### src/common/flash_host_pkg.sv
// Constants shared by the page flash host controller and its pin cycle engine.
package flash_host_pkg;
  // APB register offsets.
  localparam logic [7:0] OFS_CTRL = 8'h00;
  localparam logic [7:0] OFS_ADDR = 8'h04;
  localparam logic [7:0] OFS_WDATA = 8'h08;
  localparam logic [7:0] OFS_RDATA = 8'h0C;
  localparam logic [7:0] OFS_STATUS = 8'h10;
  // Control register fields.
  localparam int CTRL_GO_BIT = 0;
  localparam int CTRL_OP_LSB = 1;
  localparam int CTRL_BYTE_BIT = 8;
  localparam int CTRL_KEEP_BIT = 9;
  // Status register fields.
  localparam int ST_BUSY_BIT = 0;
  localparam int ST_ERR_BIT = 1;
  localparam int ST_DEV_BUSY_BIT = 2;
  localparam int ST_ERASING_BIT = 3;
  localparam int ST_SUSPENDED_BIT = 4;
  localparam int ST_STATUS_MODE_BIT = 5;
  localparam int ST_LOADING_BIT = 6;
  // Reset values.
  localparam logic [21:0] ADDR_RESET = 22'h000000;
  localparam logic [15:0] WDATA_RESET = 16'h0000;
  // Host operations.
  typedef enum logic [3:0] {
    OP_READ = 4'h0, OP_LOAD = 4'h1, OP_RESET = 4'h2, OP_PROGRAM = 4'h3,
    OP_CHIP_ERASE = 4'h4, OP_SECTOR_ERASE = 4'h5, OP_SUSPEND = 4'h6,
    OP_RESUME = 4'h7, OP_READ_STATUS = 4'h8, OP_ABORT = 4'h9
  } op_t;
  // Device command codes and unlock addresses.
  localparam logic [7:0] CMD_UNLOCK1 = 8'hAA;
  localparam logic [7:0] CMD_UNLOCK2 = 8'h55;
  localparam logic [7:0] CMD_PROGRAM = 8'hA0;
  localparam logic [7:0] CMD_SETUP = 8'h80;
  localparam logic [7:0] CMD_CHIP = 8'h10;
  localparam logic [7:0] CMD_SECTOR = 8'h30;
  localparam logic [7:0] CMD_RESET = 8'hF0;
  localparam logic [7:0] CMD_SUSPEND = 8'hB0;
  localparam logic [7:0] CMD_RESUME = 8'hD0;
  localparam logic [7:0] CMD_READ_STATUS = 8'h70;
  localparam logic [7:0] CMD_ABORT = 8'hE0;
  localparam logic [14:0] UNLOCK_ADDR1 = 15'h5555;
  localparam logic [14:0] UNLOCK_ADDR2 = 15'h2AAA;
  localparam int READY_BIT = 7;
  localparam int PAGE_FAST_WORDS = 7;
  localparam int PAGE_FAST_BYTES = 15;
  // Timing.
  localparam int CLK_PERIOD_NS = 50;
  localparam int T_ACC_NS = 120;
  localparam int T_PAGE_NS = 50;
  localparam int T_WP_NS = 100;
  localparam int T_LOAD_GAP_NS = 30000;
  localparam int ACC_CYC = (T_ACC_NS + CLK_PERIOD_NS - 1) / CLK_PERIOD_NS;
  localparam int PAGE_CYC = (T_PAGE_NS + CLK_PERIOD_NS - 1) / CLK_PERIOD_NS;
  localparam int WP_CYC = (T_WP_NS + CLK_PERIOD_NS - 1) / CLK_PERIOD_NS;
  localparam int SYNC_CYC = 2;
  localparam int LOAD_GAP_CYC = T_LOAD_GAP_NS / CLK_PERIOD_NS;
  // The strobe gap also spans the done handshake and the next start, about seven cycles.
  localparam int LOAD_MARGIN_CYC = 8;
  localparam int LOAD_CLOSE_CYC = LOAD_GAP_CYC - LOAD_MARGIN_CYC;
endpackage

### src/design/flash_bus_cycle.sv
// Pin cycle engine: one read or write cycle on the flash pins.
`timescale 1ns/1ps
module flash_bus_cycle (
  // Clock, reset and enable.
  input wire logic clk_i,
  input wire logic rst_n_i,
  input wire logic en_i,
  // Request from and reply to the sequencer.
  input wire logic start_i,
  input wire logic write_i,
  input wire logic keep_i,
  input wire logic fast_i,
  input wire logic byte_i,
  input wire logic [20:0] addr_i,
  input wire logic a_m1_i,
  input wire logic [15:0] wdata_i,
  output logic done_o,
  output logic [15:0] rdata_o,
  // Flash pins.
  output logic [20:0] addr_o,
  input wire logic [15:0] dq_i,
  output logic [15:0] dq_o,
  output logic [15:0] dq_oe_o,
  output logic ce_n_o,
  output logic oe_n_o,
  output logic we_n_o
);
  typedef enum logic [1:0] {E_IDLE = 2'b00, E_SETUP = 2'b01, E_STROBE = 2'b10, E_SYNC = 2'b11} eng_st_t;
  typedef struct packed {
    eng_st_t st;
    logic wr;
    logic keep;
    logic byte_m;
    logic [2:0] cnt;
    logic ce_n;
    logic oe_n;
    logic we_n;
    logic [20:0] addr;
    logic [15:0] dq_o;
    logic [15:0] dq_oe;
    logic [15:0] rdata;
    logic done;
    logic [15:0] s1;
    logic [15:0] s2;
  } eng_t;
  eng_t r;
  eng_t n;
  logic [15:0] idle_oe;

  ////////////////////////////////////////////////////////////////////////////
  // In byte mode the top data pin carries the lowest address bit, so it stays driven.
  assign idle_oe = r.byte_m ? 16'h8000 : 16'h0000;

  always_comb begin
    n = r;
    n.done = 1'b0;
    n.s1 = dq_i;
    n.s2 = r.s1;
    case (r.st)
      E_IDLE: begin
        if (start_i) begin
          n.wr = write_i;
          n.keep = keep_i;
          n.byte_m = byte_i;
          n.addr = addr_i;
          n.dq_o = {byte_i ? a_m1_i : wdata_i[15], wdata_i[14:0]};
          n.dq_oe = byte_i ? 16'h8000 : 16'h0000;
          n.ce_n = 1'b0;
          n.oe_n = write_i;
          n.cnt = write_i ? 3'(flash_host_pkg::WP_CYC) :
            (fast_i ? 3'(flash_host_pkg::PAGE_CYC) : 3'(flash_host_pkg::ACC_CYC));
          n.st = write_i ? E_SETUP : E_STROBE;
        end
      end
      E_SETUP: begin
        n.we_n = 1'b0;
        n.dq_oe = r.byte_m ? 16'h80FF : 16'hFFFF;
        n.st = E_STROBE;
      end
      E_STROBE: begin
        if (r.cnt > 3'h1) begin
          n.cnt = r.cnt - 3'h1;
        end else begin
          n.we_n = 1'b1;
          n.cnt = 3'(flash_host_pkg::SYNC_CYC);
          n.st = E_SYNC;
        end
      end
      default: begin
        if (r.cnt > 3'h1) begin
          n.cnt = r.cnt - 3'h1;
        end else begin
          n.done = 1'b1;
          n.st = E_IDLE;
          n.dq_oe = idle_oe;
          if (!r.wr) begin
            n.rdata = r.byte_m ? {8'h00, r.s2[7:0]} : r.s2;
          end
          if (r.wr || !r.keep) begin
            n.ce_n = 1'b1;
            n.oe_n = 1'b1;
          end
        end
      end
    endcase
  end

  always_ff @(posedge clk_i) begin
    if (!rst_n_i) begin
      r <= '{st: E_IDLE, ce_n: 1'b1, oe_n: 1'b1, we_n: 1'b1, default: '0};
    end else if (en_i) begin
      r <= n;
    end
  end

  assign done_o = r.done;
  assign rdata_o = r.rdata;
  assign addr_o = r.addr;
  assign dq_o = r.dq_o;
  assign dq_oe_o = r.dq_oe;
  assign ce_n_o = r.ce_n;
  assign oe_n_o = r.oe_n;
  assign we_n_o = r.we_n;
endmodule

### src/design/flash_host_ctrl.sv
// Host controller that drives a parallel page flash from APB register commands.
//
// Our own choices: the register addresses and the APB slave port.
`timescale 1ns/1ps
// Notes on behaviour
// - Never send read/reset while flash busy; the code still allows reads then, as status polls, and refuses only reset.
// - Page reads fast within same A3-A20.
// - Program needs two unlocks then A0H.
// - Load pulses strobe; address, data held.
// - Next load within 30us of last.
// - Page address valid on every load.
// - Chip erase is six writes ending 10H.
// - Sector erase ends with 30H at sector.
// - Every sequence opens with two unlocks.
module flash_host_ctrl (
  // Clock, reset and enable.
  input wire logic CLK_SYS_I,
  input wire logic RST_N_I,
  input wire logic CLK_EN_I,
  // APB slave.
  input wire logic PSEL_I,
  input wire logic PENABLE_I,
  input wire logic PWRITE_I,
  input wire logic [7:0] PADDR_I,
  input wire logic [31:0] PWDATA_I,
  output logic [31:0] PRDATA_O,
  output logic PREADY_O,
  output logic PSLVERR_O,
  // Flash pins.
  output logic [20:0] FL_ADDR_O,
  input wire logic [15:0] FL_DQ_I,
  output logic [15:0] FL_DQ_O,
  output logic [15:0] FL_DQ_OE_O,
  output logic FL_CE_N_O,
  output logic FL_OE_N_O,
  output logic FL_WE_N_O,
  output logic FL_BYTE_N_O
);
  typedef enum logic [1:0] {S_IDLE = 2'b00, S_ISSUE = 2'b01, S_WAIT = 2'b10} seq_st_t;
  typedef struct packed {
    seq_st_t st;
    flash_host_pkg::op_t op;
    logic [2:0] step;
    logic byte_m;
    logic keep;
    logic [21:0] addr;
    logic [15:0] wdata;
    logic [15:0] rdata;
    logic err;
    logic dev_busy;
    logic erasing;
    logic suspended;
    logic status_mode;
    logic loading;
    logic [9:0] gap_cnt;
    logic page_open;
    logic [17:0] page_tag;
    logic [3:0] fast_cnt;
    logic [31:0] prdata;
    logic slverr;
  } ctl_t;
  ctl_t r;
  ctl_t n;
  logic apb_wr;
  logic go_req;
  flash_host_pkg::op_t req_op;
  logic bus_start;
  logic bus_done;
  logic fast_sel;
  logic [20:0] bus_addr;
  logic [15:0] bus_data;
  logic [15:0] bus_rdata;

  ////////////////////////////////////////////////////////////////////////////
  function automatic logic [2:0] seq_len(input flash_host_pkg::op_t op);
    case (op)
      flash_host_pkg::OP_READ, flash_host_pkg::OP_LOAD: seq_len = 3'd1;
      flash_host_pkg::OP_CHIP_ERASE, flash_host_pkg::OP_SECTOR_ERASE: seq_len = 3'd6;
      default: seq_len = 3'd3;
    endcase
  endfunction

  // Only the sixth write of a sector erase and data cycles carry a real address.
  function automatic logic [20:0] step_addr(input flash_host_pkg::op_t op, input logic [2:0] step,
                                           input logic [21:0] addr);
    if (op == flash_host_pkg::OP_READ || op == flash_host_pkg::OP_LOAD) begin
      step_addr = addr[21:1];
    end else if (step == 3'd1 || step == 3'd4) begin
      step_addr = {6'h00, flash_host_pkg::UNLOCK_ADDR2};
    end else if (step == 3'd5 && op == flash_host_pkg::OP_SECTOR_ERASE) begin
      step_addr = {addr[21:17], 16'h0000};
    end else begin
      step_addr = {6'h00, flash_host_pkg::UNLOCK_ADDR1};
    end
  endfunction

  function automatic logic [7:0] op_code(input flash_host_pkg::op_t op);
    case (op)
      flash_host_pkg::OP_PROGRAM: op_code = flash_host_pkg::CMD_PROGRAM;
      flash_host_pkg::OP_CHIP_ERASE, flash_host_pkg::OP_SECTOR_ERASE: op_code = flash_host_pkg::CMD_SETUP;
      flash_host_pkg::OP_SUSPEND: op_code = flash_host_pkg::CMD_SUSPEND;
      flash_host_pkg::OP_RESUME: op_code = flash_host_pkg::CMD_RESUME;
      flash_host_pkg::OP_READ_STATUS: op_code = flash_host_pkg::CMD_READ_STATUS;
      flash_host_pkg::OP_ABORT: op_code = flash_host_pkg::CMD_ABORT;
      default: op_code = flash_host_pkg::CMD_RESET;
    endcase
  endfunction

  function automatic logic [15:0] step_data(input flash_host_pkg::op_t op, input logic [2:0] step,
                                           input logic [15:0] wdata);
    if (op == flash_host_pkg::OP_LOAD) begin
      step_data = wdata;
    end else begin
      case (step)
        3'd0, 3'd3: step_data = {8'h00, flash_host_pkg::CMD_UNLOCK1};
        3'd1, 3'd4: step_data = {8'h00, flash_host_pkg::CMD_UNLOCK2};
        3'd2: step_data = {8'h00, op_code(op)};
        default: step_data = {8'h00, op == flash_host_pkg::OP_CHIP_ERASE ?
          flash_host_pkg::CMD_CHIP : flash_host_pkg::CMD_SECTOR};
      endcase
    end
  endfunction

  // Host-side mirror of what the flash accepts in each condition.
  function automatic logic op_allowed(input flash_host_pkg::op_t op, input ctl_t s);
    if (s.suspended) begin
      op_allowed = op inside {flash_host_pkg::OP_READ, flash_host_pkg::OP_RESET,
        flash_host_pkg::OP_READ_STATUS, flash_host_pkg::OP_ABORT, flash_host_pkg::OP_RESUME};
    end else if (s.loading) begin
      op_allowed = op == flash_host_pkg::OP_LOAD;
    end else if (s.dev_busy) begin
      op_allowed = op inside {flash_host_pkg::OP_READ, flash_host_pkg::OP_READ_STATUS} ||
        (op == flash_host_pkg::OP_SUSPEND && s.erasing);
    end else begin
      op_allowed = !(op inside {flash_host_pkg::OP_LOAD, flash_host_pkg::OP_SUSPEND,
        flash_host_pkg::OP_RESUME});
    end
  endfunction

  ////////////////////////////////////////////////////////////////////////////
  assign apb_wr = PSEL_I && PENABLE_I && PWRITE_I && CLK_EN_I;
  assign go_req = apb_wr && PADDR_I == flash_host_pkg::OFS_CTRL && PWDATA_I[flash_host_pkg::CTRL_GO_BIT];
  assign req_op = flash_host_pkg::op_t'(PWDATA_I[flash_host_pkg::CTRL_OP_LSB +: 4]);
  assign bus_addr = step_addr(r.op, r.step, r.addr);
  assign bus_data = step_data(r.op, r.step, r.wdata);
  assign fast_sel = r.page_open && r.addr[21:4] == r.page_tag &&
    r.fast_cnt < (r.byte_m ? 4'(flash_host_pkg::PAGE_FAST_BYTES) : 4'(flash_host_pkg::PAGE_FAST_WORDS));

  always_comb begin
    n = r;
    bus_start = 1'b0;
    if (PSEL_I && !PENABLE_I) begin
      n.slverr = 1'b0;
      case (PADDR_I)
        flash_host_pkg::OFS_CTRL: n.prdata = {22'h0, r.keep, r.byte_m, 3'h0, r.op, 1'b0};
        flash_host_pkg::OFS_ADDR: n.prdata = {10'h0, r.addr};
        flash_host_pkg::OFS_WDATA: n.prdata = {16'h0, r.wdata};
        flash_host_pkg::OFS_RDATA: n.prdata = {16'h0, r.rdata};
        flash_host_pkg::OFS_STATUS: n.prdata = {25'h0, r.loading, r.status_mode, r.suspended,
          r.erasing, r.dev_busy, r.err, r.st != S_IDLE};
        default: begin
          n.prdata = 32'h0000_0000;
          n.slverr = 1'b1;
        end
      endcase
    end
    if (apb_wr && !r.slverr) begin
      case (PADDR_I)
        flash_host_pkg::OFS_CTRL: begin
          // Width may only change between operations so a sequence never mixes widths.
          if (r.st == S_IDLE && !r.loading) begin
            n.byte_m = PWDATA_I[flash_host_pkg::CTRL_BYTE_BIT];
          end
          n.keep = PWDATA_I[flash_host_pkg::CTRL_KEEP_BIT];
        end
        flash_host_pkg::OFS_ADDR: n.addr = PWDATA_I[21:0];
        flash_host_pkg::OFS_WDATA: n.wdata = PWDATA_I[15:0];
        flash_host_pkg::OFS_STATUS: begin
          if (PWDATA_I[flash_host_pkg::ST_ERR_BIT]) begin
            n.err = 1'b0;
          end
        end
        default: n.err = r.err;
      endcase
    end
    case (r.st)
      S_IDLE: begin
        if (r.loading) begin
          if (r.gap_cnt == 10'(flash_host_pkg::LOAD_CLOSE_CYC)) begin
            n.loading = 1'b0;
            n.dev_busy = 1'b1;
          end else begin
            n.gap_cnt = r.gap_cnt + 10'h001;
          end
        end
        if (go_req) begin
          // Judge against the next state so a load never lands in the cycle that closes the window.
          if (op_allowed(req_op, n)) begin
            n.op = req_op;
            n.step = 3'd0;
            n.st = S_ISSUE;
          end else begin
            n.err = 1'b1;
          end
        end
      end
      S_ISSUE: begin
        bus_start = 1'b1;
        n.st = S_WAIT;
        if (r.op == flash_host_pkg::OP_READ) begin
          n.fast_cnt = fast_sel ? r.fast_cnt + 4'h1 : 4'h0;
          n.page_tag = r.addr[21:4];
        end
      end
      default: begin
        if (bus_done) begin
          n.page_open = r.op == flash_host_pkg::OP_READ && r.keep;
          if (r.step + 3'd1 < seq_len(r.op)) begin
            n.step = r.step + 3'd1;
            n.st = S_ISSUE;
          end else begin
            n.st = S_IDLE;
            case (r.op)
              flash_host_pkg::OP_READ: begin
                n.rdata = bus_rdata;
                if (r.status_mode && bus_rdata[flash_host_pkg::READY_BIT]) begin
                  n.dev_busy = 1'b0;
                  n.erasing = r.suspended && r.erasing;
                end
              end
              flash_host_pkg::OP_LOAD: n.gap_cnt = 10'h000;
              flash_host_pkg::OP_PROGRAM: begin
                n.loading = 1'b1;
                n.gap_cnt = 10'h000;
                n.status_mode = 1'b1;
              end
              flash_host_pkg::OP_CHIP_ERASE, flash_host_pkg::OP_SECTOR_ERASE: begin
                n.dev_busy = 1'b1;
                n.erasing = 1'b1;
                n.status_mode = 1'b1;
              end
              flash_host_pkg::OP_SUSPEND: begin
                n.suspended = 1'b1;
                n.status_mode = 1'b1;
              end
              flash_host_pkg::OP_RESUME: begin
                n.suspended = 1'b0;
                n.dev_busy = 1'b1;
                n.status_mode = 1'b1;
              end
              flash_host_pkg::OP_READ_STATUS: n.status_mode = 1'b1;
              flash_host_pkg::OP_ABORT: begin
                n.suspended = 1'b0;
                n.erasing = 1'b0;
                n.dev_busy = 1'b0;
                n.status_mode = 1'b0;
              end
              default: n.status_mode = 1'b0;
            endcase
          end
        end
      end
    endcase
  end

  always_ff @(posedge CLK_SYS_I) begin
    if (!RST_N_I) begin
      r <= '{st: S_IDLE, op: flash_host_pkg::OP_READ, addr: flash_host_pkg::ADDR_RESET,
        wdata: flash_host_pkg::WDATA_RESET, default: '0};
    end else if (CLK_EN_I) begin
      r <= n;
    end
  end

  assign PRDATA_O = r.prdata;
  assign PREADY_O = CLK_EN_I;
  assign PSLVERR_O = PSEL_I && PENABLE_I && r.slverr;
  assign FL_BYTE_N_O = !r.byte_m;

  ////////////////////////////////////////////////////////////////////////////
  flash_bus_cycle u_cycle (
    .clk_i(CLK_SYS_I),
    .rst_n_i(RST_N_I),
    .en_i(CLK_EN_I),
    .start_i(bus_start),
    .write_i(r.op != flash_host_pkg::OP_READ),
    .keep_i(r.keep),
    .fast_i(fast_sel),
    .byte_i(r.byte_m),
    .addr_i(bus_addr),
    .a_m1_i(r.addr[0]),
    .wdata_i(bus_data),
    .done_o(bus_done),
    .rdata_o(bus_rdata),
    .addr_o(FL_ADDR_O),
    .dq_i(FL_DQ_I),
    .dq_o(FL_DQ_O),
    .dq_oe_o(FL_DQ_OE_O),
    .ce_n_o(FL_CE_N_O),
    .oe_n_o(FL_OE_N_O),
    .we_n_o(FL_WE_N_O)
  );
endmodule

### config.mk
export PLATFORM = sky130hd
export DESIGN_NAME = flash_host_ctrl
export DESIGN_NICKNAME = d
export VERILOG_FILES = /design/src/common/flash_host_pkg.sv /design/src/design/flash_bus_cycle.sv /design/src/design/flash_host_ctrl.sv
export SDC_FILE = /design/constraint.sdc
export NUM_CORES = 1
export LEC_CHECK = 0
export BUFFER_PORTS_ARGS = -buffer_cell sky130_fd_sc_hd__buf_2
export CAP_MARGIN = 0
export CORE_UTILIZATION = 50
export DETAILED_ROUTE_END_ITERATION = 8
export GPL_TIMING_DRIVEN = 0
export PLACE_DENSITY = 0.82
export SLEW_MARGIN = 20
export SYNTH_ARGS = -nofsm -noshare
export SYNTH_HDL_FRONTEND = slang
export SYNTH_SLANG_ARGS = --single-unit
### constraint.sdc
create_clock -name CLK_SYS_I -period 4 [get_ports CLK_SYS_I]
set_input_delay 0.4 -clock CLK_SYS_I [delete_from_list [all_inputs] [get_ports CLK_SYS_I]]
set_output_delay 0.4 -clock CLK_SYS_I [all_outputs]
set_load 0.03 [all_outputs]
==> flow_metrics.env <==
export IMPL_status="complete, no violations"
export IMPL_drv_cap=0
export IMPL_critPathMaxStageDelay_ns=0.49
export IMPL_portBuffers=127
export IMPL_postRouteWirelength_mm=30.7
export IMPL_io_pins=153
export IMPL_arrival_ns=4.31
export IMPL_ys_ff_latch=227
export IMPL_finalCritPeriodShare=0.968
export IMPL_tightestPinTransition_ns=0.912
export IMPL_postSynthCellCount=1254
export IMPL_vias=9664
export IMPL_postCtsSetupBuffers=0
export IMPL_layout_nets=1494
export IMPL_antennaDiodeCount=0
export IMPL_ctsHoldBuffers=0
export IMPL_coreArea_sq_mm=0.0210
export IMPL_total_power_mw=4.66
export IMPL_path_common_cell="clkbuf_1"
export IMPL_start_kind="register"
export IMPL_post_route_cells_drive_above_1_share=0.200
export IMPL_clk_path_buf_depth=3
export IMPL_antenna_found_initial=0
export IMPL_grt_start_max_net_pins=15
export IMPL_synth_main_ff_cell="dfxtp_1"
export IMPL_cts_made_buffers=24
export IMPL_wl_per_cell_um=18.0
export IMPL_yosysTopAreaCellShare=0.423
export IMPL_worstPathRequired_ns=4.44
export IMPL_cts_root_buf="clkbuf_16"
export IMPL_layout_commonest_cell="dfxtp_1"
export IMPL_synthArstFlopShare=0
export IMPL_final_cell_mix="dfxtp_1, nand2_1, buf_2, a21oi_1, buf_4"
export IMPL_p_per_area_mw_per_mm2=371
export IMPL_die_h_um=149
export IMPL_slowest_stage="clkbuf_1"
export IMPL_ys_seq_area_frac=0.423
export IMPL_vdd_ir_drop_worst_v=0.000380
export IMPL_final_max_slew_viol_count=0
export IMPL_ant_nets=0
export IMPL_htree_levels=1
export IMPL_finalNonFillerCells=1708
export IMPL_clkLatencyLatePin_ns=0.52
export IMPL_drc=0
export IMPL_die_w_um=149
export IMPL_syn_area_sq_mm=0.0107
export IMPL_fin_crit_ns=3.87
export IMPL_p_switching_mw=1.07
export IMPL_initial_core_util=0.511
export IMPL_p_seq_frac=0.491
export IMPL_dp_cells=1665
export IMPL_end_kind="register"
export IMPL_drt_initial_drc_count=929
export IMPL_rows=53
export IMPL_pwr_share_clk=0.464
export IMPL_clk_pin_slew_ns=0.07
export IMPL_power_internal_mw=3.58
export IMPL_firstDrtPassIters=5
export IMPL_grt_pass1_vias=9118
export IMPL_dieArea_sq_mm=0.0221
export IMPL_syn_avg_cell_area_sq_um=8.57
export IMPL_grt_overflow_total=0
export IMPL_dp_hpwl_mm=23.0
export IMPL_crit_type="reg2reg"
export IMPL_cp_cell_sequence="clkbuf_2, or3_1, clkbuf_1, inv_1, clkbuf_1, ha_1, o21a_1, o22ai_1, nor2_1, nand2_1, clkbuf_1, nand2_1, a21oi_1"
export IMPL_slew_headroom=0.390
export IMPL_swShare=0.231
export IMPL_timing_fmax_mhz=258
export IMPL_hold_path_class="in2reg"
export IMPL_place_gp_congestion=0.973
export IMPL_cts_tree="built"
export IMPL_synth_largest_area_cell="dfxtp_1"
export IMPL_clock_sinks=227
export IMPL_fin_util=0.597
export IMPL_synth_area_leaders="dfxtp_1, nand2_1, buf_4"
export IMPL_clock_skew_ns=0.0189
export IMPL_p_comb_frac=0.044
export IMPL_viasPerCell=5.66
export IMPL_setup_viol=0
export IMPL_grt_usage=0.281
export IMPL_synth_cell_types=72
export IMPL_area_growth_synth_to_final_pct=16.7
export IMPL_timing_final_hold_violations=0
export IMPL_ys_warn_count=0
export IMPL_power_leakage_nw=5.24
export IMPL_synth_edf_count=0
export IMPL_crit_fanout=10
export IMPL_grt_pass1_wl_mm=48.4
cell families after synthesis:
kind of cell	Yosys count	share of synthesized area
fa+ha+maj	16	0.0186
xor+xnor	27	0.0220
buf+inv	181	0.0938
simple gates	461	0.206
flops	227	0.423
mux	77	0.0795
other cells	1	0.000349
compound gates	264	0.157
critical path: cells and delay by family (launching register included):
family | cells | cell delay [ns]
AOI/OAI and AO/OA | 3 | 0.74
buffers and inverters | 5 | 1.39
and+or+nand+nor | 4 | 0.99
DFF | 1 | 0.31
adders and majority gates | 1 | 0.36
final timing paths:
path | from | to | slack (ns) | depth (start not counted)
min reg2reg | u_cycle.dq_o[12] | u_cycle.dq_o[12] | 0.45 | 2
max reg2reg | r[132] | r[78] | 0.13 | 13
max | r[132] | r[78] | 0.13 | 13
min | PWDATA_I[20] | r[124] | 0.12 | 3
metal layers:
layer	routed length [um]	share of wire	up-vias	GRT usage
li1	-	-	4558	-
met1	12300	0.40	4496	0.360
met2	13500	0.44	496	0.435
met3	3140	0.10	114	0.0663
met4	1810	0.059	0	0.153
met5	0	0	-	0
metrics by stage:
step           setup WS [ns]  hold WS [ns]  setup TNS, ns  cell area (sq um)
3_3_place_gp          0.0775         0.440              0              11800
6_report               0.128         0.124              0              12500
3_5_place_dp           0.110         0.449              0              11800
5_1_grt              -0.0290         0.127        -0.0555              12500
2_1_floorplan          0.972         0.427              0              10800
4_1_cts               0.0672         0.112              0              12500
cells in the mapped netlist (9+ instances only):
cell type / n
nor2_1: 84
buf_4: 86
nor3_1: 10
mux2i_1: 64
and2_1: 9
nor2b_1: 75
and3_1: 9
a22oi_1: 19
nand2_1: 190
a21boi_1: 18
nor3b_1: 11
xor2_1: 22
o211ai_1: 13
a21oi_1: 106
ha_1: 16
inv_1: 22
a31oi_1: 12
o21ai_0: 40
clkbuf_1: 61
nand3_1: 30
dfxtp_1: 227
state kept, by name, indices dropped and copies added, names as in the netlist:
name	count
PRDATA_O	22
u_cycle.rdata_o	16
u_cycle.n	16
u_cycle.dq_oe_o	3
u_cycle.done_o	1
u_cycle.we_n_o	1
u_cycle.dq_o	16
u_cycle.r	24
u_cycle.oe_n_o	1
u_cycle.ce_n_o	1
r	105
u_cycle.addr_o	21
cell type report:
class / count / area (sq um)
multi-input combinational: 855 / 5240
buffer: 159 / 927
tap: 275 / 344
clock inverter: 12 / 72.6
inverter: 22 / 82.6
clock buffer: 31 / 698
sequential: 227 / 4540
fill: 1838 / 8480
timing repair buffer: 127 / 636
power groups by stage:
stage / clock (mW) / combinational [mW] / sequential (mW)
floorplan: 0 / 0.126 / 2.33
global placement: 0 / 0.198 / 2.34
detailed placement: 0 / 0.201 / 2.34
CTS: 2.17 / 0.202 / 2.29
global route: 2.26 / 0.219 / 2.29
finish: 2.16 / 0.207 / 2.29
what timing repair did:
action                                  CTS  global route
endpoints found under the setup margin    0            13
gates resized for setup                   0             3
endpoints found under the hold margin     0             0
No activity file was read; power rests on OpenSTA's default activity.
